File: config.mk
export PLATFORM = sky130hd
export DESIGN_NAME = reset_strap_host_map_boot_select
export DESIGN_NICKNAME = d
export VERILOG_FILES = /design/src/serial_clock_gen.v /design/src/host_map_decode.v /design/src/reset_strap_host_map_boot_select.v
export VERILOG_INCLUDE_DIRS = /design/src /design/src/src
export SDC_FILE = /design/constraint.sdc
export NUM_CORES = 1
export LEC_CHECK = 0
export ABC_AREA = 1
export BUFFER_PORTS_ARGS = -buffer_cell sky130_fd_sc_hd__buf_2
export CAP_MARGIN = 15
export CORE_MARGIN = 3
export CORE_UTILIZATION = 60
export CTS_BUF_LIST = sky130_fd_sc_hd__clkbuf_4
export DETAILED_ROUTE_END_ITERATION = 10
export HOLD_SLACK_MARGIN = 0.1
export PLACE_DENSITY = 0.87
export SLEW_MARGIN = 20
export SYNTH_ARGS = -nofsm -noshare
export SYNTH_HDL_FRONTEND = slang
export SYNTH_HIERARCHICAL = 1
export SYNTH_SLANG_ARGS = --single-unit
File: constraint.sdc
create_clock -name mclk -period 3.5 [get_ports mclk]
set_input_delay 0.175 -clock mclk [delete_from_list [all_inputs] [get_ports mclk]]
set_output_delay 0.175 -clock mclk [all_outputs]
set_load 0.1 [all_outputs]
File: src/strap_boot_defs.vh
// Constants for the reset strap capture, host map decode and boot select block.
`ifndef STRAP_BOOT_DEFS_VH
`define STRAP_BOOT_DEFS_VH
`define STRAP_W            8
`define STRAP_RESET        8'h01
`define BIT_NV_HI          7
`define BIT_NV_LO          6
`define BIT_ISA_MODE       5
`define BIT_IO_DECODE      4
`define BIT_ROM_DISABLE    0
`define IO_OFS_COR         8'h40
`define IO_OFS_CSR         8'h42
`define IO_OFS_PRR         8'h44
`define REG_SEL_NONE       2'h0
`define REG_SEL_COR        2'h1
`define REG_SEL_CSR        2'h2
`define REG_SEL_PRR        2'h3
`define ADDR_STRAPS        4'h0
`define ADDR_BOOT_STATUS   4'h1
`define ADDR_BOOT_CTRL     4'h2
`define ADDR_BOOT_DATA     4'h3
`define ADDR_BOOT_ADDR     4'h4
`define CLK_HZ             125000000
`define SER_HZ             400000
`define SER_HALF_CYCLES    ((`CLK_HZ / `SER_HZ) / 2)
`define SER_CNT_W          8
`define BOOT_IDLE          3'h0
`define BOOT_LARGE         3'h1
`define BOOT_SMALL         3'h2
`define BOOT_WAIT_HOST     3'h3
`define BOOT_UNSUPPORTED   3'h4
`define BOOT_DONE          3'h5
`define BOOT_LEN_LARGE     16'h0400
`define BOOT_LEN_SMALL     16'h0100
`endif

File: src/serial_clock_gen.v
// Serial boot port clock generator running the nonvolatile device clock at 400 kHz.
`timescale 1ns/1ps
`default_nettype none
`include "strap_boot_defs.vh"
module serial_clock_gen (
    input  wire       mclk,
    input  wire       nrst,
    input  wire       run,
    output reg        sclk,
    output reg        rise,
    output reg        fall
);
    reg [`SER_CNT_W-1:0] count;
    always @(posedge mclk) begin
        if (!nrst) begin
            count <= {`SER_CNT_W{1'b0}};
            sclk  <= 1'b0;
            rise  <= 1'b0;
            fall  <= 1'b0;
        end else if (!run) begin
            count <= {`SER_CNT_W{1'b0}};
            sclk  <= 1'b0;
            rise  <= 1'b0;
            fall  <= 1'b0;
        end else if (count == `SER_HALF_CYCLES - 1) begin
            count <= {`SER_CNT_W{1'b0}};
            sclk  <= ~sclk;
            rise  <= ~sclk;
            fall  <= sclk;
        end else begin
            count <= count + 1'b1;
            rise  <= 1'b0;
            fall  <= 1'b0;
        end
    end
endmodule // serial_clock_gen
`default_nettype wire

File: src/host_map_decode.v
// Host address decode for the card configuration registers in I/O and attribute space.
`timescale 1ns/1ps
`default_nettype none
`include "strap_boot_defs.vh"
module host_map_decode (
    input  wire       io_decode_eff,
    input  wire       isa_eff,
    input  wire       host_io,
    input  wire       host_attr,
    input  wire [7:0] host_addr,
    output reg  [1:0] reg_sel
);
    reg [1:0] by_addr;
    always @* begin
        case (host_addr)
            `IO_OFS_COR: by_addr = `REG_SEL_COR;
            `IO_OFS_CSR: by_addr = `REG_SEL_CSR;
            `IO_OFS_PRR: by_addr = `REG_SEL_PRR;
            default:     by_addr = `REG_SEL_NONE;
        endcase
        reg_sel = `REG_SEL_NONE;
        if (host_io && io_decode_eff) begin // see
            reg_sel = by_addr;
        end else if (host_attr && !isa_eff) begin
            reg_sel = by_addr;
        end
    end
endmodule // host_map_decode
`default_nettype wire

File: src/reset_strap_host_map_boot_select.v
// Top level: strap capture at reset, host map selection and serial boot device control.
// Summary of operation
// Capture upper memory data straps while reset is active; use as startup configuration.
// I/O decode strap set maps option, status, pin registers at I/O 0x40, 0x42, 0x44.
// I/O decode strap clear decodes those registers only in attribute space.
// The I/O decode strap is ignored while the parallel host enable is low.
// ISA host mode forces the I/O decode strap high.
// Boards should strap I/O decoding high for PC Card use without ISA mode.
// Type straps 00 load firmware from a large serial part into external SRAM.
// Type straps 01 load only card information, then idle waiting for the host.
// Upper type strap high means unsupported; no serial device type is defined.
// The serial boot port runs at 400 kHz.
// ISA mode puts all registers in I/O space, disables attribute space, needs host enable.
// Strap bits 3 to 0 have no effect on configuration.
`timescale 1ns/1ps
`default_nettype none
`include "strap_boot_defs.vh"
module reset_strap_host_map_boot_select (
    input  wire        mclk,
    input  wire        nrst,
    input  wire        soft_reset,
    input  wire [7:0]  upper_memdata_straps,
    input  wire        parallel_host_enable,
    input  wire        host_io,
    input  wire        host_attr,
    input  wire [7:0]  host_addr,
    input  wire        nv_miso,
    input  wire        host_start,
    input  wire [3:0]  reg_addr,
    input  wire [15:0] reg_wdata,
    input  wire        reg_wr,
    input  wire        reg_rd,
    output reg  [15:0] reg_rdata,
    output reg         io_decode_active,
    output reg         attr_space_enable,
    output reg  [1:0]  cfg_reg_sel,
    output reg         nv_sclk,
    output reg         nv_cs_n,
    output reg         sram_we,
    output reg  [15:0] sram_addr,
    output reg  [7:0]  sram_data,
    output reg         boot_busy,
    output reg         boot_unsupported,
    output reg         boot_waiting_host
);
    // Straps are sampled continuously while any reset holds, so the last level before release is kept.
    reg  [`STRAP_W-1:0] straps;
    reg  [2:0]          state;
    reg  [2:0]          next_state;
    reg  [15:0]         byte_count;
    reg  [15:0]         boot_len;
    reg  [2:0]          bit_count;
    reg  [7:0]          shift;
    reg                 ser_run;
    reg                 start_pending;
    reg                 host_release;
    wire                sclk_w;
    wire                rise_w;
    wire                fall_w;
    wire [1:0]          sel_w;
    wire                nv_hi   = straps[`BIT_NV_HI];
    wire                nv_lo   = straps[`BIT_NV_LO];
    wire                isa_eff = straps[`BIT_ISA_MODE] & parallel_host_enable;
    wire                io_eff  = parallel_host_enable &
                                  (straps[`BIT_IO_DECODE] | straps[`BIT_ISA_MODE]);         // see
    wire                in_reset = !nrst || soft_reset;

    always @(posedge mclk) begin
        if (!nrst) begin
            straps <= upper_memdata_straps & 8'hF0;                                           // see
        end else if (soft_reset) begin
            straps <= upper_memdata_straps & 8'hF0;                                           // see
        end
    end

    host_map_decode u_map (
        .io_decode_eff (io_eff),
        .isa_eff       (isa_eff),
        .host_io       (host_io),
        .host_attr     (host_attr),
        .host_addr     (host_addr),
        .reg_sel       (sel_w)
    );

    serial_clock_gen u_sclk (
        .mclk (mclk),
        .nrst (nrst),
        .run  (ser_run),
        .sclk (sclk_w),
        .rise (rise_w),
        .fall (fall_w)
    );

    always @* begin
        next_state = state;
        case (state)
            `BOOT_IDLE: begin
                if (nv_hi) begin
                    next_state = `BOOT_UNSUPPORTED;
                end else if (!nv_lo) begin
                    next_state = `BOOT_LARGE;
                end else begin
                    next_state = `BOOT_SMALL;
                end
            end
            `BOOT_LARGE: begin
                if (rise_w && bit_count == 3'h7 && byte_count == boot_len - 16'h0001) begin
                    next_state = `BOOT_DONE;
                end
            end
            `BOOT_SMALL: begin
                if (rise_w && bit_count == 3'h7 && byte_count == boot_len - 16'h0001) begin
                    next_state = `BOOT_WAIT_HOST;
                end
            end
            `BOOT_WAIT_HOST: begin
                if (start_pending) begin
                    next_state = `BOOT_DONE;
                end
            end
            `BOOT_UNSUPPORTED: next_state = `BOOT_UNSUPPORTED;
            `BOOT_DONE:        next_state = `BOOT_DONE;
            default:           next_state = `BOOT_IDLE;
        endcase
    end

    always @(posedge mclk) begin
        if (in_reset) begin
            state         <= `BOOT_IDLE;
            byte_count    <= 16'h0000;
            boot_len      <= `BOOT_LEN_SMALL;
            bit_count     <= 3'h0;
            shift         <= 8'h00;
            ser_run       <= 1'b0;
            start_pending <= 1'b0;
            host_release  <= 1'b0;
            sram_we       <= 1'b0;
            sram_addr     <= 16'h0000;
            sram_data     <= 8'h00;
            nv_cs_n       <= 1'b1;
        end else begin
            state   <= next_state;
            sram_we <= 1'b0;
            // A start request arriving while the port still loads is remembered, so it is not lost.
            if (host_start || (reg_wr && reg_addr == `ADDR_BOOT_CTRL && reg_wdata[0])) begin
                start_pending <= 1'b1;
            end else if (state == `BOOT_DONE) begin
                start_pending <= 1'b0;
            end
            if (state == `BOOT_WAIT_HOST && start_pending) begin
                host_release <= 1'b1;
            end
            if (state == `BOOT_IDLE && !nv_hi) begin
                boot_len <= nv_lo ? `BOOT_LEN_SMALL : `BOOT_LEN_LARGE;
                ser_run  <= 1'b1;
                nv_cs_n  <= 1'b0;
            end
            if ((state == `BOOT_LARGE || state == `BOOT_SMALL) && rise_w) begin
                shift     <= {shift[6:0], nv_miso};
                bit_count <= bit_count + 3'h1;
                if (bit_count == 3'h7) begin
                    byte_count <= byte_count + 16'h0001;
                    sram_data  <= {shift[6:0], nv_miso};
                    sram_addr  <= byte_count;
                    sram_we    <= (state == `BOOT_LARGE);
                end
            end
            if (next_state == `BOOT_DONE || next_state == `BOOT_WAIT_HOST) begin
                ser_run <= 1'b0;
                nv_cs_n <= 1'b1;
            end
        end
    end

    always @(posedge mclk) begin
        if (!nrst) begin
            io_decode_active  <= 1'b0;
            attr_space_enable <= 1'b1;
            cfg_reg_sel       <= `REG_SEL_NONE;
            nv_sclk           <= 1'b0;
            boot_busy         <= 1'b0;
            boot_unsupported  <= 1'b0;
            boot_waiting_host <= 1'b0;
            reg_rdata         <= 16'h0000;
        end else begin
            io_decode_active  <= io_eff;
            attr_space_enable <= !isa_eff;
            cfg_reg_sel       <= sel_w;
            // The serial clock is gated by ser_run, so it drops one mclk cycle after the chip select is released.
            nv_sclk           <= sclk_w & ser_run;
            boot_busy         <= (state == `BOOT_LARGE) || (state == `BOOT_SMALL);
            boot_unsupported  <= (state == `BOOT_UNSUPPORTED);
            boot_waiting_host <= (state == `BOOT_WAIT_HOST);
            reg_rdata         <= 16'h0000;
            if (reg_rd) begin
                case (reg_addr)
                    `ADDR_STRAPS:      reg_rdata <= {8'h00, straps};
                    `ADDR_BOOT_STATUS: reg_rdata <= {9'h000, host_release, io_eff, isa_eff,
                                                     state == `BOOT_WAIT_HOST, state};
                    `ADDR_BOOT_CTRL:   reg_rdata <= {15'h0000, start_pending};
                    `ADDR_BOOT_DATA:   reg_rdata <= {8'h00, shift};
                    `ADDR_BOOT_ADDR:   reg_rdata <= byte_count;
                    default:           reg_rdata <= 16'h0000;
                endcase
            end
        end
    end
endmodule // reset_strap_host_map_boot_select
`default_nettype wire

# == Yosys cells after proc, flatten, opt, wreduce, memory -nomap -nowiden ==
# Index checks and enable logic that the tools add are counted.
# W data, S select, Z words.
# word_totals
ff_bits,113
latch_bits,0
ram_bits,0
romBits,0
inputBits,46
out_inout_bits,50
wordCells,96
n_memories,0
# op_classes
n_addsub,4
mul,0
div,0
order_cmp,0
n_eq_ne,18
n_shift,0
n_mux,15
bitwise_logic,9
n_reduce_logical,26
# ops
op,n
$pmux W16 S5,1
$eq A8 B7 Y1 const B,3
$pmux W3 S6,1
$add A16 B1 Y16 const B,1
$eq A16 B16 Y1,1
$mux W8,2
$sub A16 B1 Y16 const B,1
$eq A3 B3 Y1 const B,4
$mux W3,4
$mux W11,1
$eq A3 B2 Y1 const B,3
$logic_and A1 B1 Y1,9
$add A8 B1 Y8 const B,1
$eq A4 B2 Y1 const B,2
$eq A8 B8 Y1 const B,1
$mux W2,3
$pmux W2 S3,1
$reduce_and A2 Y1,3
$reduce_or A3 Y1,2
$not A1 Y1,5
$eq A4 B1 Y1 const B,1
$eq A4 B3 Y1 const B,1
$logic_not A4 Y1,1
$logic_or A1 B1 Y1,4
other kinds (11),16

# == Longest topological paths before layout ==
# Gate-level depths: netlist of run 1.
# depth
ltp_word,8
mapped_depth,12
mapped_depth_nobuf,12

# == Hierarchy ==
# Netlist of run 1, hierarchy kept.
# modules_own_cells
module,n_inst,cells_each,area_each_um2,seq_area_each_um2
reset_strap_host_map_boot_select,1,461,3651.0,1821.7
serial_clock_gen,1,59,457.9,220.2
host_map_decode,1,20,76.3,0.0

# == Worst setup path after synthesis of run 1 ==
# No wires, ideal clock.
# synth_timing
path_kind,reg-to-reg
start,register bit_count[0]
end,register sram_data[2]
setup_ps,67
arrival_time_ps,1330
required_ps,3433
path_slack_ps,2103
stages_incl_launch_ff,10
path_buffers,2
period_less_slack_ps,1397
path_cell_list,dfxtp_1 ha_1 ha_1 nand2_1 inv_1 nand2_4 buf_6 buf_6 nand2_1 a21oi_2
# synth_between
elab_chain_len,2
# synth_rtl
item,line_no,source
start: declaration,reset_strap_host_map_boot_select.v:52,reg [2:0] bit_count;
start signal: assignment,reset_strap_host_map_boot_select.v:160,bit_count <= bit_count + 3'h1;
$eq A3 B3 Y1,reset_strap_host_map_boot_select.v:161,if (bit_count == 3'h7) begin
$reduce_and A2 Y1 (no line),n/a,
end signal: assignment,reset_strap_host_map_boot_select.v:163,"sram_data <= {shift[6:0], nv_miso};"
end: declaration,reset_strap_host_map_boot_select.v:41,"output reg [7:0] sram_data,"
# Every way passes these cells.
# A chain may end at the register's enable or synchronous reset.

# == Final worst setup path of run 1 ==
# layout_timing
start,input port nrst
end,register start_pending
# layout_between
elab_chain_len,2
# layout_rtl
item,line_no,source
start: declaration,reset_strap_host_map_boot_select.v:20,"input wire nrst,"
$logic_not A1 Y1,n/a,
$logic_or A1 B1 Y1,reset_strap_host_map_boot_select.v:66,wire in_reset = !nrst || soft_reset;
end signal: assignment,reset_strap_host_map_boot_select.v:135,start_pending <= 1'b0;
end signal: assignment,reset_strap_host_map_boot_select.v:146,start_pending <= 1'b1;
end signal: assignment,reset_strap_host_map_boot_select.v:148,start_pending <= 1'b0;
end: declaration,reset_strap_host_map_boot_select.v:55,reg start_pending;
# Every way passes these cells.

==> run metrics, run 1 <==
drt via density=about 5.5; drt total wl=around 10000 um; gr ovfl total=0; run status=finished, final reports clean; core area=6530 um^2; DP Wirelength=about 7100 um; drt initial violations=363; Crit path largest cell delay=0.57 ns; GRT Overall Usage=27.8%; H-tree levels=3; met1 WL=4310 um; Final Hold Fails=0; Core Rows=29; P&R area growth vs syn=16.3%; Post-Synthesis Cells=538; Most Frequent Cell on Critical Path=dlygate4sd3_1; worst-path cell chain=dlygate4sd3_1, buf_2, inv_2, nor2_1, buf_4, inv_1, a31oi_1, dlygate4sd3_1; largest net degree at the start of global routing=50; Final setup viols=0; Slew HR=51.4%; PwrDens=between 300 and 400 nW/um^2; I/O Pins=96; Crit Path Category=in -> reg; Post-Syn Nets=between 500 and 600; Synth Warn #=6; RSZ-0062 raised after global routing=false; CP bufs+invs=6; Highest Signal Layer=met4; max frequency=0.440 GHz; vias in the first global route=3742; CTS tree=done; CP delay by family, top=buffers and inverters; via count=3931; Initial Util=63.6%; DRC Markers=0; Clock Tree Root=clkbuf_4; Synth Cell Area=4160 um^2; Final ANT Viol Nets=0; 1st-pass router iterations=5; max cap viols=0; die height=89.2 um; Max Fanout on Critical Path=30; TNS Setup=0 ns; slowest library cell on the worst path=dlygate4sd3_1; total CTS buffers=9; Worst Clk Skew=between 0.01 and 0.015 ns; P_leak=2.09 nW; Worst setup EP type=flop; met2 wire length=5030 um; syn_area_per_cell=7.72 um^2; Worst Path Arrival=2.67 ns; met3 routed WL=664 um; Slew @ Worst Pin=0.727 ns; fin crit share=roughly two thirds; Port Buffer Count=between 70 and 80; diode count=0; CTS Sinks=99; DR WL/cell=14.3 um; worst skew pair latency=0.44 ns; HP Class=in -> reg; max-slew violation count=0; initial antenna violation count=0; CP Data Required Time=3.90 ns; first-pass GRT wire length=17200 um; Placer Congestion=0.872; Die Wd=89.2 um; overall power=roughly 0.0019 W; final core utilization=between 70 and 80%; fraction of layout cells with a size suffix above 1=19.3%; die area=7960 um^2; crit path time final=2.27 ns; Max Root-Sink Buffers=2; CP startpoint kind=input pin; Layout Nets=679; peak supply drop=slightly below 0.3 mV; clock transition at the registers of the reported paths=between 0.15 and 0.2 ns
## routing by layer
metal / track usage, % / vias up
li1: - / 1921
met5: 0 / -
met1: 36.3 / 1822
met3: 4.33 / 18
met4: 9.74 / 0
met2: 46.7 / 170
## layout make-up
cell class              instances  area (um^2)
clock buffers                   9         67.6
clock inverters                 7         58.8
fillers                       484         1700
inverters                      72          273
multi-input cells             350         1740
flip-flops and latches         99         2020
well taps                      77         96.3
repair buffers                 96          576
## path summary, 6_finish.rpt
kind	cells past startpoint	slack (ns)	start	to
hold / removal	7	0.17	host_addr[6]	cfg_reg_sel[0]$_SDFF_PN0_
hold reg to reg	1	0.48	u_sclk/count[0]$_SDFF_PP0_	u_sclk/count[0]$_SDFF_PP0_
setup reg to reg	11	1.41	bit_count[0]$_SDFFE_PP0P_	byte_count[10]$_SDFFE_PP0P_
setup / recovery	8	1.23	nrst	start_pending$_SDFFE_PP0P_
## per-stage QoR
stage | std cells | cell area (um^2) | hold slack [ns] | setup slack (ns)
global route | 710 | 4830 | 0.174 | 1.12
finish | 710 | 4830 | 0.173 | 1.23
floorplan | 538 | 4160 | 0.244 | 2.10
detailed placement | 676 | 4530 | 0.353 | 1.47
global placement | 676 | 4530 | 0.353 | 1.53
CTS | 710 | 4830 | 0.112 | 1.38
## cell usage in the layout (no fill, tap or decap), types with 5 or more instances in the layout
cell type,instances
o21ai_0,32
nand4_1,7
nand2_2,8
a21oi_1,49
a21oi_2,5
nand3_1,24
inv_1,66
dfxtp_1,95
inv_2,5
xor2_1,8
nand2_1,108
dlygate4sd3_1,18
nor3_1,15
ha_1,5
clkbuf_4,9
nor2_1,59
buf_2,76
## worst reg2reg max path: stages, from the launching register on
cell and delay (ns):
dfxtp_1 0.39, ha_1 0.16, ha_1 0.17, nand2_1 0.07, inv_1 0.14, nand2_4 0.19
inv_4 0.41, nand2_4 0.12, inv_2 0.08, nand3_1 0.07, o21ai_0 0.16, nor2_1 0.05
## repair_timing
action	4_1_cts	5_1_grt
endpoints found under the setup margin	0	0
buffers inserted	0	0
hold buffers	18	0
gates resized for setup	0	0
endpoints found under the hold margin	16	0
## registers in the layout, summed over array words and instances (netlist names), 2 cells and up
| name | flops |
|---|---|
| u_sclk/count | 8 |
| reg_rdata | 16 |
| byte_count | 16 |
| state | 3 |
| sram_data | 8 |
| straps | 4 |
| boot_len | 2 |
| cfg_reg_sel | 2 |
| sram_addr | 16 |
| shift | 8 |
| bit_count | 3 |
## power breakdown
group | internal (W) | switching, W | total [W] | leakage (nW)
logic | 0.0000490 | 0.000101 | 0.000150 | 1.21
registers | 0.00115 | 0.00000817 | 0.00116 | 0.807
clock network | 0.000160 | 0.000401 | 0.000561 | 0.0723
total | 0.00136 | 0.000511 | 0.00187 | 2.09
(Power assumes the default switching activity.)
==> run 2: changes to the inputs <==
CORE_UTILIZATION = 50   (was 60)
PLACE_DENSITY = 0.78   (was 0.87)
clock period = 1.9 ns   (was 3.5 ns; I/O delays follow)
==> run metrics, run 2 (synthesized netlist as in run 1, its figures left out) <==
vias in the first global route=around 3800; commonest non-fill, non-tap cells in the layout=107 x nand2_1, 95 x dfxtp_1, 76 x buf_2; max-slew violation count=0; Final Cell Area=5000 um^2; storage element area=2020 um^2; Layout fillers=679; Final Hold Fails=0; 1st-pass router iterations=5; Clock Tree Root=clkbuf_4; Port Buffer Count=76; CTS Sinks=99; P&R area growth vs syn=20.4%; via count=3965; Slew HR=62.2%; CP Data Required Time=between 2 and 2.5 ns; DRC Markers=0; DR WL/cell=~14 um; Crit Path Category=reg -> reg; drt via density=5.31; fraction of layout cells with a size suffix above 1=20.0%; clock transition at the registers of the reported paths=0.14 ns; H-tree levels=3; gr ovfl total=0; Max Fanout on Critical Path=17; Final ANT Viol Nets=0; most common cell after layout, fill and taps aside=nand2_1; Regs by FF count=byte_count (16), reg_rdata (16), sram_addr (16); Placer Congestion=between 0.8 and 0.9; Worst Clk Skew=0.0126 ns; Initial Util=52.7%; run status=finished, final reports clean; Die Wd=97.2 um; final core utilization=63.4%; die area=between 9000 and 10000 um^2; GRT Overall Usage=approximately 23%; worst skew pair latency=0.44 ns; drt total wl=approximately 10000 um; first-pass GRT wire length=17900 um; HP Class=in -> reg; initial antenna violation count=0; Max Root-Sink Buffers=2; max cap viols=0; TNS Setup=0 ns; crit path time final=1.75 ns; drt initial violations=roughly 300; CP startpoint kind=flop; Worst Path Arrival=2.10 ns; Core Rows=32; Final setup viols=0; core area=7890 um^2; Slew @ Worst Pin=0.566 ns; PwrDens=703 nW/um^2; peak supply drop=0.492 mV; DP Wirelength=7280 um; Layout Nets=692; largest net degree at the start of global routing=30; diode count=0; P_leak=~2.2 nW; fin crit share=92.3%; I/O Pins=96; CTS tree=done; area of the multi-input gates=1740 um^2; dpl cell area=4610 um^2; total CTS buffers=9; RSZ-0062 raised after global routing=false; max frequency=0.570 GHz; Worst setup EP type=flop; Hold WS=0.159 ns; die height=97.2 um
run 2: cell count changes in the layout (fill, tap and decap cells not counted), moves of 2 or more:
cell,delta
inv_8,-2
clkinv_4,-2
dlygate4sd3_1,+6
clkinvlp_4,+2
buf_4,+4
run 2: metal layers:
layer / vias up / global-route usage [%] / routed length, um
met3: 29 / 4.16 / 693
li1: 1946 / - / -
met1: 1824 / 28.5 / 4310
met4: 0 / 9.29 / 243
met2: 166 / 38.4 / 5230
met5: - / 0 / 0
run 2: worst max-delay path, cell delays in order, from the launching register on:
cell     delay [ns]
dfxtp_1        0.38
ha_1           0.16
ha_1           0.14
nand2_1        0.08
inv_1          0.15
nand2_4        0.13
inv_4          0.19
nand2_4        0.09
inv_2          0.06
nand3_1        0.08
o21ai_0        0.16
nor2_1         0.05
run 2: layout make-up:
class                      instances  share of cell area (%)
tap                              102                    2.55
inverter                          72                    5.45
clock buffer                      10                    1.50
multi-input combinational        350                    34.8
timing repair buffer             109                    14.2
sequential                        99                    40.4
clock inverter                     5                    1.10
run 2: metrics by stage:
stage / std cells / total power [W] / worst slack (ns)
floorplan: 538 / 0.00234 / 0.503
global placement: 707 / 0.00242 / 0.235
detailed placement: 707 / 0.00242 / 0.139
CTS: 746 / 0.00352 / 0.0367
global route: 747 / 0.00365 / 0.0134
finish: 747 / 0.00352 / 0.147
run 2: repair_timing:
action,in CTS,in global routing
hold buffers,24,3
hold endpoints to repair,17,5
endpoints found under the setup margin,0,10
gates resized for setup,0,4
setup buffers,0,0
run 2: path summary, 6_finish.rpt:
kind / start / to / slack (ns) / depth (start not counted)
setup reg to reg: bit_count[0]$_SDFFE_PP0P_ / byte_count[10]$_SDFFE_PP0P_ / 0.15 / 11
setup / recovery: bit_count[0]$_SDFFE_PP0P_ / byte_count[10]$_SDFFE_PP0P_ / 0.15 / 11
hold / removal: host_io / cfg_reg_sel[0]$_SDFF_PN0_ / 0.16 / 7
hold reg to reg: sram_data[0]$_SDFFE_PP0P_ / sram_data[0]$_SDFFE_PP0P_ / 0.47 / 2
run 2: where the power goes:
group          switching [W]  internal [W]  leakage [nW]  total (W)
Clock               0.000685      0.000407        0.0665    0.00109
Sequential         0.0000173       0.00212         0.807    0.00213
Combinational       0.000190      0.000105          1.28   0.000295
Total               0.000893       0.00263          2.15    0.00352
==> run 3: changes to the inputs <==
ABC_AREA = default   (was 1)
==> run metrics, run 3 <==
die height=95.5 um; peak supply drop=about 0.46 mV; Synth Cell Area=about 4000 um^2; worst skew pair latency=0.47 ns; CP startpoint kind=input pin; Port Buffer Count=76; Final ANT Viol Nets=0; Slew @ Worst Pin=0.567 ns; DP Cell Count=636; Max Root-Sink Buffers=2; CTS Sinks=99; HP Class=in -> reg; max-slew violation count=0; area of the multi-input gates=approximately 1900 um^2; slowest library cell on the worst path=dlygate4sd3_1; Slew HR=roughly 62%; worst setup margin=0.0250 ns; DP Wirelength=6930 um; Hold WS=0.154 ns; Regs by FF count=byte_count (16), reg_rdata (16), sram_addr (16); drt total wl=10000 um; Levels on crit path=6; Non-Filler Instances=675; CP Data Required Time=2.33 ns; clock transition at the registers of the reported paths=roughly 0.16 ns; CP delay by family, top=buffers and inverters; Post-Syn Nets=503; Core Rows=32; fin crit share=98.7%; worst-path cell chain=dlygate4sd3_1, buf_2, or2_2, dlygate4sd3_1, a2111oi_2, and2_1; Crit Path Category=in -> reg; commonest non-fill, non-tap cells in the layout=92 x dfxtp_1, 90 x nand2_1, 76 x buf_2; die area=around 9100 um^2; H-tree levels=3; P&R area growth vs syn=25.8%; Worst Reg-to-Reg Cells=5; overall power=0.00357 W; PwrDens=709 nW/um^2; Die Wd=95.5 um; Most Frequent Cell on Critical Path=dlygate4sd3_1; via count=3718; Setup crit end=cfg_reg_sel[1]$_SDFF_PN0_; Max Fanout on Critical Path=2; crit path time final=1.87 ns; r2r endpoint=byte_count[12]$_SDFFE_PP0P_; Worst Path Arrival=2.31 ns; run status=finished, final reports clean; vias in the first global route=3439; initial antenna violation count=1; storage element area=2030 um^2; Clock Tree Root=clkbuf_4; Final Hold Fails=0; largest net degree at the start of global routing=26; first-pass GRT wire length=16000 um; DRC Markers=0; Post-Synthesis Cells=452; drt initial violations=roughly 170; CP bufs+invs=3; Layout Nets=618; DR WL/cell=14.9 um; Crit path largest cell delay=~0.63 ns; syn_area_per_cell=8.86 um^2; final core utilization=64.9%; Worst setup EP type=flop; most common cell after layout, fill and taps aside=dfxtp_1; Layout fillers=646; max frequency=0.533 GHz; Synth Warn #=6; max cap viols=0; core area=7770 um^2; CTS tree=done; fraction of layout cells with a size suffix above 1=25.0%; Initial Util=between 50% and 60%; total CTS buffers=9; GRT Overall Usage=22.8%; reg2reg start=byte_count[0]$_SDFFE_PP0P_; gr ovfl total=0; 1st-pass router iterations=5; crit path from=host_addr[3]; Final setup viols=0; Worst Clk Skew=0.0127 ns; I/O Pins=96; Placer Congestion=0.912; P_leak=1.93 nW; drt via density=5.51; dpl ws=-0.00969 ns; r2r setup slk=0.09 ns
-- run 3: area by class of cell --
cell class	count	share of cell area, %
Clock buffer	9	1.34
Multi-Input combinational cell	322	37.6
Sequential cell	99	40.2
Inverter	8	0.596
Timing Repair Buffer	127	16.1
Antenna cell	1	0.0497
Tap cell	102	2.53
Clock inverter	7	1.51
-- run 3: tightest hold or removal path: stages --
cell	delay, ns
buf_2	0.07
or4b_1	0.20
a2111oi_4	0.06
and2_1	0.16
-- run 3: timing repair --
action | 4_1_cts | 5_1_grt
buffers inserted | 1 | 1
gates resized for setup | 2 | 8
hold endpoints to repair | 28 | 0
hold buffers | 21 | 0
setup endpoints to repair | 2 | 10
pin swaps | 0 | 1
-- run 3: worst min-delay path by stage --
stage                            startpoint                   endpoint  slack (ns)  cells after the start
floorplan           upper_memdata_straps[4]        straps[4]$_DFFE_PP_        0.19                      0
global placement    upper_memdata_straps[7]        straps[7]$_DFFE_PP_        0.27                      1
detailed placement  upper_memdata_straps[7]        straps[7]$_DFFE_PP_        0.27                      1
CTS                             reg_addr[0]    reg_rdata[0]$_SDFF_PN0_        0.17                      4
global route                   host_addr[7]  cfg_reg_sel[0]$_SDFF_PN0_        0.12                      4
finish                         host_addr[4]  cfg_reg_sel[0]$_SDFF_PN0_        0.15                      4
-- run 3: routing by layer --
layer / vias to the layer above / global-route usage (%) / routed length, um
li1: 1820 / - / -
met1: 1717 / 28.9 / 4230
met2: 151 / 37.4 / 4870
met3: 30 / 3.79 / 611
met4: 0 / 11.5 / 340
met5: - / 0 / 0
-- run 3: stage by stage --
| stage | instance area (um^2) | setup TNS (ns) |
|---|---|---|
| after detailed placement | 4640 | -0.00969 |
| after CTS | 5010 | 0 |
| final | 5040 | 0 |
| after floorplan | 4010 | 0 |
| after global placement | 4640 | 0 |
| after global routing | 5040 | -0.00478 |
-- run 3: power by group --
part / total [W] / switching, W / internal (W)
clock network: 0.00114 / 0.000730 / 0.000411
registers: 0.00213 / 0.0000162 / 0.00212
logic: 0.000300 / 0.000179 / 0.000121
